<file path="config.mk">
export PLATFORM = sky130hd
export DESIGN_NAME = vcr_regs
export DESIGN_NICKNAME = d
export VERILOG_FILES = /design/src/logic/vcr_pkg.sv /design/src/logic/vcr_frame_if.sv /design/src/logic/vcr_regs.sv /design/src/logic/vcr_serial_rx.sv
export SDC_FILE = /design/constraint.sdc
export NUM_CORES = 1
export LEC_CHECK = 0
export BUFFER_PORTS_ARGS = -buffer_cell sky130_fd_sc_hd__buf_2
export CORE_AREA = 2 2 132 134
export CTS_BUF_LIST = sky130_fd_sc_hd__clkbuf_16
export CTS_CLUSTER_DIAMETER = 200
export DETAILED_ROUTE_END_ITERATION = 8
export DIE_AREA = 0 0 134 136
export PLACE_DENSITY = 0.75
export SLEW_MARGIN = 20
export SYNTH_ARGS = -nofsm -noshare
export SYNTH_HDL_FRONTEND = slang
export SYNTH_HIERARCHICAL = 1
export SYNTH_SLANG_ARGS = --single-unit
</file>
<file path="constraint.sdc">
create_clock -name sys_clk -period 5.95 [get_ports sys_clk]
set_input_delay 0.595 -clock sys_clk [delete_from_list [all_inputs] [get_ports sys_clk]]
set_output_delay 0.595 -clock sys_clk [all_outputs]
set_load 0.05 [all_outputs]
</file>
<file path="src/logic/vcr_pkg.sv">
// package: register map, field layout and reset values of the oscillator control slice
// assumes a 10 MHz system clock and 16-bit registers on a 7-bit address
`default_nettype none
package vcr_pkg;
	localparam int unsigned DATA_W = 16;
	localparam int unsigned ADDR_W = 7;
	localparam int unsigned REG_COUNT = 8;
	localparam int unsigned IDX_W = 3;
	localparam int unsigned FRAME_BITS = 24;
	localparam int unsigned ADDR_BITS_SEEN = 8;
	localparam logic [4:0] FRAME_BITS_C = 5'h18;
	localparam logic [4:0] ADDR_BITS_SEEN_C = 5'h08;
	localparam int unsigned FRAME_RW_BIT = 23;
	localparam int unsigned FRAME_ADDR_LSB = 16;

	// register offsets
	localparam logic [ADDR_W-1:0] OSC_CAPACITOR_CODE_ADDR = 7'h16;
	localparam logic [ADDR_W-1:0] OSC_CORE_SELECTION_ADDR = 7'h17;
	localparam logic [ADDR_W-1:0] RESERVED_DEFAULT_A_ADDR = 7'h18;
	localparam logic [ADDR_W-1:0] RESERVED_DEFAULT_B_ADDR = 7'h19;
	localparam logic [ADDR_W-1:0] RESERVED_DEFAULT_C_ADDR = 7'h1c;
	localparam logic [ADDR_W-1:0] RESERVED_DEFAULT_D_ADDR = 7'h1d;
	localparam logic [ADDR_W-1:0] DITHER_AND_TUNING_ADJUST_ADDR = 7'h1e;
	localparam logic [ADDR_W-1:0] OUTPUT_BUFFER_POWER_ADDR = 7'h1f;

	// storage index of each register
	localparam logic [IDX_W-1:0] IDX_CAP = 3'h0;
	localparam logic [IDX_W-1:0] IDX_CORE = 3'h1;
	localparam logic [IDX_W-1:0] IDX_RSV_A = 3'h2;
	localparam logic [IDX_W-1:0] IDX_RSV_B = 3'h3;
	localparam logic [IDX_W-1:0] IDX_RSV_C = 3'h4;
	localparam logic [IDX_W-1:0] IDX_RSV_D = 3'h5;
	localparam logic [IDX_W-1:0] IDX_DITHER = 3'h6;
	localparam logic [IDX_W-1:0] IDX_BUFPWR = 3'h7;

	// field positions
	localparam int unsigned CAP_CODE_LSB = 0;
	localparam int unsigned CAP_CODE_MSB = 7;
	localparam int unsigned CAL_START_CORE_EN_BIT = 14;
	localparam int unsigned CORE_SELECT_LSB = 11;
	localparam int unsigned CORE_SELECT_MSB = 13;
	localparam int unsigned CORE_FORCE_BIT = 10;
	localparam int unsigned MOD_DITHER_BIT = 10;
	localparam int unsigned TUNE_ADJ_LSB = 6;
	localparam int unsigned TUNE_ADJ_MSB = 7;
	localparam int unsigned OUTB_PD_BIT = 10;
	localparam int unsigned OUTA_PD_BIT = 9;
	localparam int unsigned DIV_PD_BIT = 7;

	// tuning limits and calibration defaults
	localparam logic [7:0] CAP_CODE_MAX = 8'hb7;
	localparam logic [2:0] CAL_DEFAULT_START_CORE = 3'h7;

	// reset values; reserved contents default to zero here
	localparam logic [DATA_W-1:0] OSC_CAPACITOR_CODE_RST = 16'h0000;
	localparam logic [DATA_W-1:0] OSC_CORE_SELECTION_RST = 16'h0800;
	localparam logic [DATA_W-1:0] RESERVED_DEFAULT_RST = 16'h0000;
	localparam logic [DATA_W-1:0] DITHER_AND_TUNING_ADJUST_RST = 16'h0000;
	localparam logic [DATA_W-1:0] OUTPUT_BUFFER_POWER_RST = 16'h0400;

	typedef logic [DATA_W-1:0] vcr_word_t;
endpackage
`default_nettype wire

</file>
<file path="src/logic/vcr_frame_if.sv">
// interface: decoded serial frames passed from the shifter to the register bank
// assumes both ends run on the same system clock
`default_nettype none
interface vcr_frame_if;
	logic frameDone;
	logic frameRead;
	logic [6:0] frameAddr;
	logic [15:0] frameData;
	logic [15:0] readWord;

	modport shifter (output frameDone, output frameRead, output frameAddr, output frameData,
		input readWord);
	modport bank (input frameDone, input frameRead, input frameAddr, input frameData,
		output readWord);
endinterface
`default_nettype wire

</file>
<file path="src/logic/vcr_regs.sv">
// module: oscillator calibration and distribution control registers, top level
// assumes a serial master on serClk/serData/serSelN and analog blocks reading the controls
// Function
// - override set uses capacitor code, bypasses calibration
// - forced core tunes codes 0 to 183
// - start-core enable starts calibration at selected core
// - otherwise calibration starts at core 7, downward
// - 3-bit core select, default 1
// - force plus override uses selected core
// - dither bit switches modulator dither
// - output B buffer power-down, resets to 1
// - output A buffer power-down, resets to 0
// - divider buffer power-down, resets to 0
`default_nettype none
module vcr_regs
	import vcr_pkg::*;
(
	input wire logic sys_clk,
	input wire logic reset_n,
	input wire logic serClk,
	input wire logic serData,
	input wire logic serSelN,
	input wire logic capCodeOverride,
	input wire logic freqCalEnable,
	output logic serDataOut,
	output logic calRun,
	output logic calBypass,
	output logic [7:0] oscCapCode,
	output logic coreForceActive,
	output logic [2:0] forcedCore,
	output logic [2:0] calStartCore,
	output logic calSearchDown,
	output logic modulatorDither,
	output logic [1:0] tuningVoltageAdjust,
	output logic oscToOutbBufferPd,
	output logic oscToOutaBufferPd,
	output logic oscToDividerBufferPd
);
	// reset release: async assert, two-flop release
	logic rstMeta_reg, rstSync_reg;
	always_ff @(posedge sys_clk or negedge reset_n) begin
		if (!reset_n) begin
			rstMeta_reg <= 1'b0;
			rstSync_reg <= 1'b0;
		end else begin
			rstMeta_reg <= 1'b1;
			rstSync_reg <= rstMeta_reg;
		end
	end

	vcr_frame_if frame ();
	logic serOutBit;

	vcr_serial_rx i_vcr_serial_rx (
		.sysClk(sys_clk),
		.rstN(rstSync_reg),
		.serClk(serClk),
		.serData(serData),
		.serSelN(serSelN),
		.frame(frame),
		.serOutBit(serOutBit)
	);

	// address decode, shared by the write path and the readback path
	function automatic logic [IDX_W:0] decodeAddr(input logic [ADDR_W-1:0] addr);
		logic [IDX_W:0] hitIdx;
		hitIdx = {1'b1, IDX_CAP};
		unique case (addr)
			OSC_CAPACITOR_CODE_ADDR: hitIdx = {1'b1, IDX_CAP};
			OSC_CORE_SELECTION_ADDR: hitIdx = {1'b1, IDX_CORE};
			RESERVED_DEFAULT_A_ADDR: hitIdx = {1'b1, IDX_RSV_A};
			RESERVED_DEFAULT_B_ADDR: hitIdx = {1'b1, IDX_RSV_B};
			RESERVED_DEFAULT_C_ADDR: hitIdx = {1'b1, IDX_RSV_C};
			RESERVED_DEFAULT_D_ADDR: hitIdx = {1'b1, IDX_RSV_D};
			DITHER_AND_TUNING_ADJUST_ADDR: hitIdx = {1'b1, IDX_DITHER};
			OUTPUT_BUFFER_POWER_ADDR: hitIdx = {1'b1, IDX_BUFPWR};
			default: hitIdx = {1'b0, IDX_CAP};
		endcase
		return hitIdx;
	endfunction

	function automatic vcr_word_t resetValue(input logic [IDX_W-1:0] idx);
		vcr_word_t value;
		value = RESERVED_DEFAULT_RST;
		unique case (idx)
			IDX_CAP: value = OSC_CAPACITOR_CODE_RST;
			IDX_CORE: value = OSC_CORE_SELECTION_RST;
			IDX_DITHER: value = DITHER_AND_TUNING_ADJUST_RST;
			IDX_BUFPWR: value = OUTPUT_BUFFER_POWER_RST;
			default: value = RESERVED_DEFAULT_RST;
		endcase
		return value;
	endfunction

	vcr_word_t regFile_reg [REG_COUNT];
	vcr_word_t regFile_next [REG_COUNT];
	logic [IDX_W:0] frameHit;

	assign frameHit = decodeAddr(frame.frameAddr);
	// unmapped reads return zero; reserved bits read back what was written
	assign frame.readWord = frameHit[IDX_W] ? regFile_reg[frameHit[IDX_W-1:0]] : 16'h0000;

	// whole-word writes; reserved contents kept as written
	genvar gi;
	generate
		for (gi = 0; gi < REG_COUNT; gi++) begin : g_word
			always_comb begin
				regFile_next[gi] = regFile_reg[gi];
				if (frame.frameDone && !frame.frameRead && frameHit[IDX_W]
						&& frameHit[IDX_W-1:0] == IDX_W'(gi)) begin
					regFile_next[gi] = frame.frameData;
				end
			end

			always_ff @(posedge sys_clk or negedge rstSync_reg) begin
				if (!rstSync_reg) begin
					regFile_reg[gi] <= resetValue(IDX_W'(gi));
				end else begin
					regFile_reg[gi] <= regFile_next[gi];
				end
			end
		end
	endgenerate

	// field views of the stored words
	logic [7:0] capField;
	logic [2:0] coreSelField;
	logic coreForceField, startEnField, forced;
	assign capField = regFile_reg[IDX_CAP][CAP_CODE_MSB:CAP_CODE_LSB];
	assign coreSelField = regFile_reg[IDX_CORE][CORE_SELECT_MSB:CORE_SELECT_LSB];
	assign coreForceField = regFile_reg[IDX_CORE][CORE_FORCE_BIT];
	assign startEnField = regFile_reg[IDX_CORE][CAL_START_CORE_EN_BIT];
	assign forced = capCodeOverride & coreForceField;

	// derived controls, registered so every output is a flop
	logic serDataOut_next, calRun_next, calBypass_next, coreForceActive_next;
	logic calSearchDown_next, modulatorDither_next;
	logic [7:0] oscCapCode_next;
	logic [2:0] forcedCore_next, calStartCore_next;
	logic [1:0] tuningVoltageAdjust_next;
	logic outbPd_next, outaPd_next, divPd_next;

	always_comb begin
		serDataOut_next = serOutBit;
		calBypass_next = capCodeOverride;
		calRun_next = freqCalEnable & ~capCodeOverride;
		oscCapCode_next = capField;
		// with a forced core, codes above the last in-core step would leave the core; hold at CAP_CODE_MAX
		if (forced && capField > CAP_CODE_MAX) begin
			oscCapCode_next = CAP_CODE_MAX;
		end
		coreForceActive_next = forced;
		forcedCore_next = forced ? coreSelField : 3'h0;
		calStartCore_next = startEnField ? coreSelField : CAL_DEFAULT_START_CORE;
		calSearchDown_next = 1'b1;
		modulatorDither_next = regFile_reg[IDX_DITHER][MOD_DITHER_BIT];
		// passed as written; the frequency choice is software's
		tuningVoltageAdjust_next = regFile_reg[IDX_DITHER][TUNE_ADJ_MSB:TUNE_ADJ_LSB];
		outbPd_next = regFile_reg[IDX_BUFPWR][OUTB_PD_BIT];
		outaPd_next = regFile_reg[IDX_BUFPWR][OUTA_PD_BIT];
		divPd_next = regFile_reg[IDX_BUFPWR][DIV_PD_BIT];
	end

	logic serDataOut_reg, calRun_reg, calBypass_reg, coreForceActive_reg;
	logic calSearchDown_reg, modulatorDither_reg;
	logic [7:0] oscCapCode_reg;
	logic [2:0] forcedCore_reg, calStartCore_reg;
	logic [1:0] tuningVoltageAdjust_reg;
	logic outbPd_reg, outaPd_reg, divPd_reg;

	// reset values mirror the register defaults so outputs are sane from the start
	always_ff @(posedge sys_clk or negedge rstSync_reg) begin
		if (!rstSync_reg) begin
			serDataOut_reg <= 1'b0;
			calRun_reg <= 1'b0;
			calBypass_reg <= 1'b0;
			oscCapCode_reg <= 8'h00;
			coreForceActive_reg <= 1'b0;
			forcedCore_reg <= 3'h0;
			calStartCore_reg <= CAL_DEFAULT_START_CORE;
			calSearchDown_reg <= 1'b1;
			modulatorDither_reg <= 1'b0;
			tuningVoltageAdjust_reg <= 2'h0;
			outbPd_reg <= OUTPUT_BUFFER_POWER_RST[OUTB_PD_BIT];
			outaPd_reg <= OUTPUT_BUFFER_POWER_RST[OUTA_PD_BIT];
			divPd_reg <= OUTPUT_BUFFER_POWER_RST[DIV_PD_BIT];
		end else begin
			serDataOut_reg <= serDataOut_next;
			calRun_reg <= calRun_next;
			calBypass_reg <= calBypass_next;
			oscCapCode_reg <= oscCapCode_next;
			coreForceActive_reg <= coreForceActive_next;
			forcedCore_reg <= forcedCore_next;
			calStartCore_reg <= calStartCore_next;
			calSearchDown_reg <= calSearchDown_next;
			modulatorDither_reg <= modulatorDither_next;
			tuningVoltageAdjust_reg <= tuningVoltageAdjust_next;
			outbPd_reg <= outbPd_next;
			outaPd_reg <= outaPd_next;
			divPd_reg <= divPd_next;
		end
	end

	assign serDataOut = serDataOut_reg;
	assign calRun = calRun_reg;
	assign calBypass = calBypass_reg;
	assign oscCapCode = oscCapCode_reg;
	assign coreForceActive = coreForceActive_reg;
	assign forcedCore = forcedCore_reg;
	assign calStartCore = calStartCore_reg;
	assign calSearchDown = calSearchDown_reg;
	assign modulatorDither = modulatorDither_reg;
	assign tuningVoltageAdjust = tuningVoltageAdjust_reg;
	assign oscToOutbBufferPd = outbPd_reg;
	assign oscToOutaBufferPd = outaPd_reg;
	assign oscToDividerBufferPd = divPd_reg;
endmodule
`default_nettype wire

</file>
<file path="src/logic/vcr_serial_rx.sv">
// module: serial programming port shifter, 24-bit frames, msb first
// assumes serial pins synchronous to sysClk and each serClk phase of 3+ clocks
`default_nettype none
module vcr_serial_rx
	import vcr_pkg::*;
(
	input wire logic sysClk,
	input wire logic rstN,
	input wire logic serClk,
	input wire logic serData,
	input wire logic serSelN,
	vcr_frame_if.shifter frame,
	output var logic serOutBit
);
	typedef enum logic [0:0] {
		VCR_IDLE = 1'b0,
		VCR_SHIFT = 1'b1
	} vcr_state_e;

	vcr_state_e state_reg, state_next;
	logic prevClk_reg, prevClk_next;
	logic [4:0] bitCount_reg, bitCount_next;
	logic [FRAME_BITS-1:0] shift_reg, shift_next;
	logic [DATA_W-1:0] outShift_reg, outShift_next;
	logic [ADDR_W-1:0] addr_reg, addr_next;
	logic rw_reg, rw_next;
	logic loadPending_reg, loadPending_next;
	logic done_reg, done_next;
	logic outBit_reg, outBit_next;
	logic clkRise, clkFall;

	assign clkRise = serClk & ~prevClk_reg;
	assign clkFall = ~serClk & prevClk_reg;

	// frame sequencing: a frame counts only if 24 or more bits came before deselect; bits after the 24th are ignored
	always_comb begin
		state_next = state_reg;
		prevClk_next = serClk;
		bitCount_next = bitCount_reg;
		shift_next = shift_reg;
		outShift_next = outShift_reg;
		addr_next = addr_reg;
		rw_next = rw_reg;
		loadPending_next = 1'b0;
		done_next = 1'b0;
		outBit_next = outBit_reg;
		unique case (state_reg)
			VCR_IDLE: begin
				bitCount_next = 5'h00;
				outBit_next = 1'b0;
				if (!serSelN) begin
					state_next = VCR_SHIFT;
				end
			end
			VCR_SHIFT: begin
				if (serSelN) begin
					state_next = VCR_IDLE;
					done_next = (bitCount_reg == FRAME_BITS_C);
				end else if (clkRise && bitCount_reg != FRAME_BITS_C) begin
					shift_next = {shift_reg[FRAME_BITS-2:0], serData};
					bitCount_next = bitCount_reg + 5'h01;
					// address byte complete: fetch read word one clock later
					if (bitCount_reg + 5'h01 == ADDR_BITS_SEEN_C) begin
						rw_next = shift_reg[ADDR_BITS_SEEN-2];
						addr_next = {shift_reg[ADDR_W-2:0], serData};
						loadPending_next = 1'b1;
					end
				end else if (clkFall && bitCount_reg >= ADDR_BITS_SEEN_C) begin
					outBit_next = rw_reg & outShift_reg[DATA_W-1];
					outShift_next = {outShift_reg[DATA_W-2:0], 1'b0};
				end
				if (loadPending_reg) begin
					outShift_next = frame.readWord;
				end
			end
		endcase
	end

	always_ff @(posedge sysClk or negedge rstN) begin
		if (!rstN) begin
			state_reg <= VCR_IDLE;
			prevClk_reg <= 1'b0;
			bitCount_reg <= 5'h00;
			shift_reg <= 24'h000000;
			outShift_reg <= 16'h0000;
			addr_reg <= 7'h00;
			rw_reg <= 1'b0;
			loadPending_reg <= 1'b0;
			done_reg <= 1'b0;
			outBit_reg <= 1'b0;
		end else begin
			state_reg <= state_next;
			prevClk_reg <= prevClk_next;
			bitCount_reg <= bitCount_next;
			shift_reg <= shift_next;
			outShift_reg <= outShift_next;
			addr_reg <= addr_next;
			rw_reg <= rw_next;
			loadPending_reg <= loadPending_next;
			done_reg <= done_next;
			outBit_reg <= outBit_next;
		end
	end

	assign frame.frameDone = done_reg;
	assign frame.frameRead = rw_reg;
	assign frame.frameAddr = addr_reg;
	assign frame.frameData = shift_reg[DATA_W-1:0];
	assign serOutBit = outBit_reg;
endmodule
`default_nettype wire
</file>
==> metrics, run 1 <==
Setup CP Type flop to flop; Synth Area in XOR/XNOR 0.00659; multiplexer share of the synthesized area 0.205; CTS root buffer clkbuf_16; global-route wire length before repair about 35000 um; PortBufs 30; worst-path maximum fanout 16; DRC Markers 0; Avg WL per Cell about 22 um; number of global-route vias before repair 6406; Post-synth EDFFs 0; # setup viols final 0; die area ~18000 um2; final worst-path cycle share 0.539; post-DP HPWL between 10000 and 15000 um; total congestion overflow 0; hold depth 1; compound-gate portion of the synthesized area 0.108; cell area after synthesis approximately 9300 um2; dominant synthesized flop cell dfrtp_1; type of origin of the critical path flop; CP cell instances and4bb_1 -> nand3b_1 -> nor2_4 -> mux2_2; most frequent cells in the layout dfrtp_1 (197), mux2_2 (128), a21oi_1 (73); post-synth top area share 0.533; post-synthesis adder-cell area fraction 0.00404; vias per cell about 6.4; worst skew pair latency 0.51 ns; post_cts resized 0; normalized max-slew margin 0.254; worst vdd ir about 0.00025 V; largest family of logic cells by synthesized area multiplexers; RSZ-0062 raised after global routing false; DRT iter0 DRCs 713; clk buf depth 3; Final Skew 0.0174 ns; core box area 16900 um2; Synth area leader dfrtp_1; slowest CP cell nor2_4; nets@finish 766; starting density of the core 0.551; HP Start serClk; routed wire length approximately 22000 um; ratio of cells with drive above 1 in the final layout 0.328; largest net degree at the start of global routing about 200; Critical Path Max Stage Delay around 0.87 ns; Worst-Margin Slew approximately 1.1 ns; Max Fclk around 310 MHz; status completed; I/O Pins 32; Hold Path Sink i_vcr_serial_rx/prevClk_reg$_DFF_PN0_; post-route ant nets 0; clock sink count roughly 200; total vias in the final route ~6400; DR pass1 iterations 5; TritonCTS clock tree built; leakage power 4.74 nW; ant diodes 0; Post-CTS Repair Setup Buffers 0; met2 layer usage reported by global route 0.397; crit path capture type flop; largest cells by area after synthesis dfrtp_1 (53%), mux2_2 (16%), mux2_4 (4.7%); hold slack about 0.24 ns; most common cell after layout, fill and taps aside dfrtp_1; P per Cell Area roughly 290 nW/um2; fraction of registers with async set/reset 1.00; Fin. Hold Viols 0; Area Overhead vs Synth 11.1%; post-layout min period 3.21 ns; gr busiest metal met2; R2R cell count 4; worst r2r src i_vcr_serial_rx/frame.frameAddr[4]$_DFFE_PN0P_; Worst-path clk slew 0.06 ns; Avg Cell Area, Syn roughly 12 um2; max reg flops 112; GRT met3 Usage 0.0459; simple-gate share of the synthesized area 0.0911; H-tree depth 1; Die W roughly 130 um; R2R Setup Slk about 2.7 ns; sequential area share after synthesis 0.550; Req. time, crit path ~6.3 ns; initial antenna violation count 0; GR Util met1 0.326; cts bufs inserted 22; post-synth cell types 60; setup TNS 0 ns; post-route insts no fill approximately 1000; RR Endpoint regFile_reg[49]$_DFFE_PN0P_; gr usage total 0.244; global placer's final weighted congestion around 0.8; row cnt 48; Min-Delay Path Class input pin to flop; Synth Instances ~750; Die Height approximately 140 um; Final Max Slew Viols 0; Yosys reg bits about 200; Ys Warns 6; placed insts ~960; MaxCap Viol Count 0; Crit path arrival time approximately 3.6 ns
report_power, final:
part	switching (W)	total (W)	internal [W]
Sequential	0.0000562	0.00146	0.00141
Clock	0.000555	0.00147	0.000913
Combinational	0.0000408	0.0000661	0.0000253
Total	0.000652	0.00300	0.00234
final cells by class:
class	count	area, um2
Fill cell	1268	6540
Sequential cell	204	5120
Multi-Input combinational cell	486	3900
Clock inverter	17	200
Inverter	5	18.8
Tap cell	225	282
Timing Repair Buffer	37	238
Clock buffer	23	576
worst max-delay path, delay by kind of cell (launching register included):
family	cells	cell delay, ns
flops	1	0.56
simple gates	3	2.11
mux	1	0.42
cell families after synthesis:
family          count (synthesis)
xor+xnor                        7
mux                           160
compound gates                179
fa+ha+maj                       3
buf+inv                        62
other cells                     1
simple gates                  135
flops                         204
per-stage QoR:
| step | power [W] | instance area [um2] | utilization | worst slack, ns |
|---|---|---|---|---|
| after detailed placement | 0.00155 | 9510 | 0.564 | 2.80 |
| after CTS | 0.00301 | 10300 | 0.610 | 2.79 |
| after floorplan | 0.00151 | 9300 | - | 2.60 |
| after global routing | 0.00308 | 10300 | 0.612 | 2.71 |
| final | 0.00300 | 10300 | 0.612 | 2.74 |
| after global placement | 0.00155 | 9510 | 0.564 | 2.93 |
routing by layer:
| metal | vias up | routed length, um |
|---|---|---|
| met1 | 3270 | 9330 |
| met2 | 280 | 10500 |
| met4 | 0 | 785 |
| met5 | - | 0 |
| li1 | 2752 | - |
| met3 | 68 | 1330 |
how the worst max path moves through the flow:
stage                                                        start                          end  slack (ns)  cells past startpoint
finish              i_vcr_serial_rx/frame.frameAddr[4]$_DFFE_PN0P_  regFile_reg[49]$_DFFE_PN0P_        2.74                      4
global route        i_vcr_serial_rx/frame.frameAddr[4]$_DFFE_PN0P_  regFile_reg[49]$_DFFE_PN0P_        2.71                      4
CTS                 i_vcr_serial_rx/frame.frameAddr[1]$_DFFE_PN0P_      capField[1]$_DFFE_PN0P_        2.79                      4
detailed placement  i_vcr_serial_rx/frame.frameAddr[1]$_DFFE_PN0P_      capField[1]$_DFFE_PN0P_        2.80                      4
global placement    i_vcr_serial_rx/frame.frameAddr[1]$_DFFE_PN0P_      capField[7]$_DFFE_PN0P_        2.93                      4
floorplan                                    rstSync_reg$_DFF_PN0_          calBypass$_DFF_PN0_        2.60                      0
synthesized netlist by cell type, drive strengths merged, types with 2 or more instances:
| cell type | number |
|---|---|
| a21oi | 74 |
| nand4bb | 2 |
| xnor2 | 6 |
| nor2b | 4 |
| a2111o | 5 |
| clkbuf | 26 |
| and3 | 3 |
| nand3 | 61 |
| or2 | 6 |
| nand4 | 3 |
| dfrtp | 198 |
| nor3b | 5 |
| nand4b | 2 |
| nand2b | 4 |
| dfstp | 6 |
| o21a | 2 |
| mux2 | 158 |
| or4 | 11 |
| or3 | 2 |
| mux2i | 2 |
| nand2 | 12 |
| inv | 5 |
| nor2 | 6 |
| and2 | 8 |
| ha | 3 |
| o22ai | 28 |
| o21ai | 61 |
| buf | 31 |
timing repair:
action | 4_1_cts | 5_1_grt
hold buffers | 1 | 0
endpoints found under the hold margin | 2 | 0
endpoints found under the setup margin | 0 | 0
(Power assumes the default switching activity.)
==> inputs of run 2 (changes only) <==
--- a/config.mk
+++ b/config.mk
@@ -5,12 +5,13 @@
 export SDC_FILE = /design/constraint.sdc
 export NUM_CORES = 1
 export LEC_CHECK = 0
+export ABC_AREA = 1
 export BUFFER_PORTS_ARGS = -buffer_cell sky130_fd_sc_hd__buf_2
-export CORE_AREA = 2 2 132 134
+export CORE_AREA = 2 2 137 139
 export CTS_BUF_LIST = sky130_fd_sc_hd__clkbuf_16
 export CTS_CLUSTER_DIAMETER = 200
 export DETAILED_ROUTE_END_ITERATION = 8
-export DIE_AREA = 0 0 134 136
+export DIE_AREA = 0 0 139 141
 export PLACE_DENSITY = 0.75
 export SLEW_MARGIN = 20
 export SYNTH_ARGS = -nofsm -noshare
==> constraint.sdc (replaced) <==
create_clock -name sys_clk -period 2.9 [get_ports sys_clk]
set_input_delay 0.29 -clock sys_clk [delete_from_list [all_inputs] [get_ports sys_clk]]
set_output_delay 0.29 -clock sys_clk [all_outputs]
set_load 0.05 [all_outputs]
==> metrics, run 2 <==
post-route ant nets 0 (unchanged); Die W 139 um (+3.7%); status completed; CTS root buffer clkbuf_16; Max Fclk 439 MHz (+41%); DR pass1 iterations 6 (+1); DRT iter0 DRCs 836 (+17%); R2R Setup Slk 0.62 ns (-2.12 ns); cell with the most instances after synthesis nand2_1; Area Overhead vs Synth 9.49%; worst vdd ir 0.000529 V (+110%); hold depth 2 (+1); Avg WL per Cell 15.4 um (-30%); Multi-input gate area 3720 um2 (-4.8%); Fin. Hold Viols 0 (unchanged); total vias in the final route 8052 (+26%); final worst-path cycle share 0.785 (+0.246); Synth Instances 1257 (+67%); Final Max Slew Viols 0 (unchanged); post-synthesis adder-cell area fraction 0.00378 (-0.000255); fraction of registers with async set/reset 1.00 (unchanged); cts bufs inserted 23 (+4.5%); number of global-route vias before repair 7634 (+19%); Crit path arrival time 2.66 ns (-0.93 ns); normalized max-slew margin 0.479 (+0.225); hold slack 0.0120 ns (-0.230 ns); Min-Delay Path Class input pin to flop; Yosys reg bits 204 (unchanged); setup TNS 0 ns (unchanged); Die Height 141 um (+3.7%); Hold Path Sink i_vcr_serial_rx/state_reg$_DFF_PN0_; initial antenna violation count 0 (unchanged); Post-Route Utilization 0.595 (-0.0175); ant diodes 0 (unchanged); starting density of the core 0.543 (-0.00764); total congestion overflow 0 (unchanged); crit path capture type flop; simple-gate share of the synthesized area 0.262 (+0.171); Ys Warns 6 (unchanged); die area 19600 um2 (+7.5%); worst r2r src i_vcr_serial_rx/frame.frameAddr[1]$_DFFE_PN0P_; RSZ-0062 raised after global routing false; R2R cell count 11 (+7); ratio of cells with drive above 1 in the final layout 0.0918 (-0.236); worst skew pair latency 0.52 ns (about the same); Setup CP Type flop to flop; Synth Area in XOR/XNOR 0.00177 (-0.00483); vias per cell 5.34 (-16%); Post-synth EDFFs 0 (unchanged); # setup viols final 0 (unchanged); FILL cells 1653 (+30%); I/O Pins 32 (unchanged); cell area after synthesis 9920 um2 (+6.7%); most frequent cells in the layout nand2_1 (449), dfrtp_1 (196), inv_1 (185); leakage power 5.37 nW (+13%); largest net degree at the start of global routing 68 (-67%); DRC Markers 0 (unchanged); global placer's final weighted congestion 0.835 (+3.6%); H-tree depth 1 (unchanged); Req. time, crit path 3.28 ns (-3.05 ns); Final Skew 0.0224 ns (+0.00506 ns); sequential area share after synthesis 0.515 (-0.0347); largest cells by area after synthesis dfrtp_1 (50%), nand2_1 (17%), inv_1 (6.7%); P per Cell Area 552 nW/um2 (+90%); Worst-path clk slew 0.06 ns (about the same); global-route wire length before repair 38400 um (+10%); type of origin of the critical path flop; PortBufs 30 (unchanged); clock sink count 204 (unchanged); dominant synthesized flop cell dfrtp_1; clk buf depth 3 (unchanged); Avg Cell Area, Syn 7.89 um2 (-36%); row cnt 50 (+4.2%); most common cell after layout, fill and taps aside nand2_1; worst-path maximum fanout 63 (+47); MaxCap Viol Count 0 (unchanged); compound-gate portion of the synthesized area 0.104 (-0.00327); Synth area leader dfrtp_1; post-layout min period 2.28 ns (-0.932 ns); Worst-Margin Slew 0.780 ns (-0.334 ns); largest family of logic cells by synthesized area simple AND/OR/NAND/NOR gates; nets@finish 1268 (+66%); post-synth top area share 0.499 (-0.0337); RR Endpoint regFile_reg[78]$_DFFE_PN0P_; routed wire length 23300 um (+5.9%); post_cts resized 0 (unchanged); max reg flops 112 (unchanged); register area 5120 um2 (about the same); post-DP HPWL 13800 um (+13%); HP Start serSelN; TritonCTS clock tree built; multiplexer share of the synthesized area 0 (-0.205); gr usage total 0.240 (-0.00380); post-synth cell types 33 (-45%); core box area 18300 um2 (+8.2%); leading cell types by count after synthesis nand2_1 (449), dfrtp_1 (198), inv_1 (178)
## run 2: changes by cell type in the layout (fill, tap and decap cells not counted), sizes merged, moves of 36 or more
cell and delta:
inv +179, a21oi -50, o21ai +109, mux2 -158, nand3 -36, nand4 +61, nand2 +448, nor2 +38
## run 2: logic make-up (layout without fill, tap and decap cells)
kind of cell	count (synthesis)	count (layout)
AOI/OAI and AO/OA	197	197
xor gates and xnor gates	2	2
adders and majority gates	3	3
buffers and inverters	254	271
DFF	204	204
other	1	2
and+or+nand+nor	596	596
## run 2: critical path, cell delays in order (launching register included)
cell and delay (ns):
dfrtp_1 0.44, inv_1 0.07, nand2_1 0.06, nand2_2 0.09, buf_12 0.30, and2_1 0.19
buf_4 0.16, nand3b_4 0.14, nor2_8 0.19, nand2_4 0.27, nand2_1 0.15, o21ai_1 0.08
## run 2: layout make-up
class                   instances  share of cell area
flip-flops and latches        204               0.471
multi-input cells             800               0.342
inverters                     180              0.0622
clock buffers                  23              0.0530
repair buffers                 49              0.0348
well taps                     234              0.0269
clock inverters                19              0.0101
## run 2: worst max-delay path by stage
stage | slack [ns] | cells after the start | start | to
2_1_floorplan | 0.82 | 0 | rstSync_reg$_DFF_PN0_ | calBypass$_DFF_PN0_
3_3_place_gp | 0.68 | 11 | i_vcr_serial_rx/frame.frameAddr[1]$_DFFE_PN0P_ | regFile_reg[71]$_DFFE_PN0P_
3_5_place_dp | 0.63 | 11 | i_vcr_serial_rx/frame.frameAddr[1]$_DFFE_PN0P_ | regFile_reg[66]$_DFFE_PN0P_
4_1_cts | 0.62 | 11 | i_vcr_serial_rx/frame.frameAddr[1]$_DFFE_PN0P_ | regFile_reg[79]$_DFFE_PN0P_
5_1_grt | 0.44 | 10 | i_vcr_serial_rx/frame.frameAddr[1]$_DFFE_PN0P_ | coreSelField[2]$_DFFE_PN0P_
6_report | 0.62 | 11 | i_vcr_serial_rx/frame.frameAddr[1]$_DFFE_PN0P_ | regFile_reg[78]$_DFFE_PN0P_
## run 2: layer usage
layer / vias to the layer above / global-route usage / part of all wire
met4: 0 / 0.0760 / 0.022
li1: 3945 / - / -
met1: 3766 / 0.333 / 0.43
met2: 304 / 0.393 / 0.47
met5: - / 0 / 0
met3: 37 / 0.0357 / 0.072
## run 2: metrics by stage
step	std cells	setup slack [ns]	power, W	instance area (um2)
detailed placement	1463	0.630	0.00339	10100
CTS	1509	0.623	0.00604	10900
global placement	1463	0.677	0.00338	10100
floorplan	1258	0.824	0.00323	9930
finish	1509	0.623	0.00600	10900
global route	1509	0.441	0.00619	10900
## run 2: report_power, final
part | internal [W] | switching [W] | total (W)
clock | 0.00152 | 0.00114 | 0.00266
sequential | 0.00291 | 0.0000682 | 0.00298
combinational | 0.0000563 | 0.000302 | 0.000358
## run 2: repair_timing
item | in CTS | in global routing
endpoints found under the hold margin | 5 | 0
buffers inserted | 0 | 0
hold buffers | 4 | 0
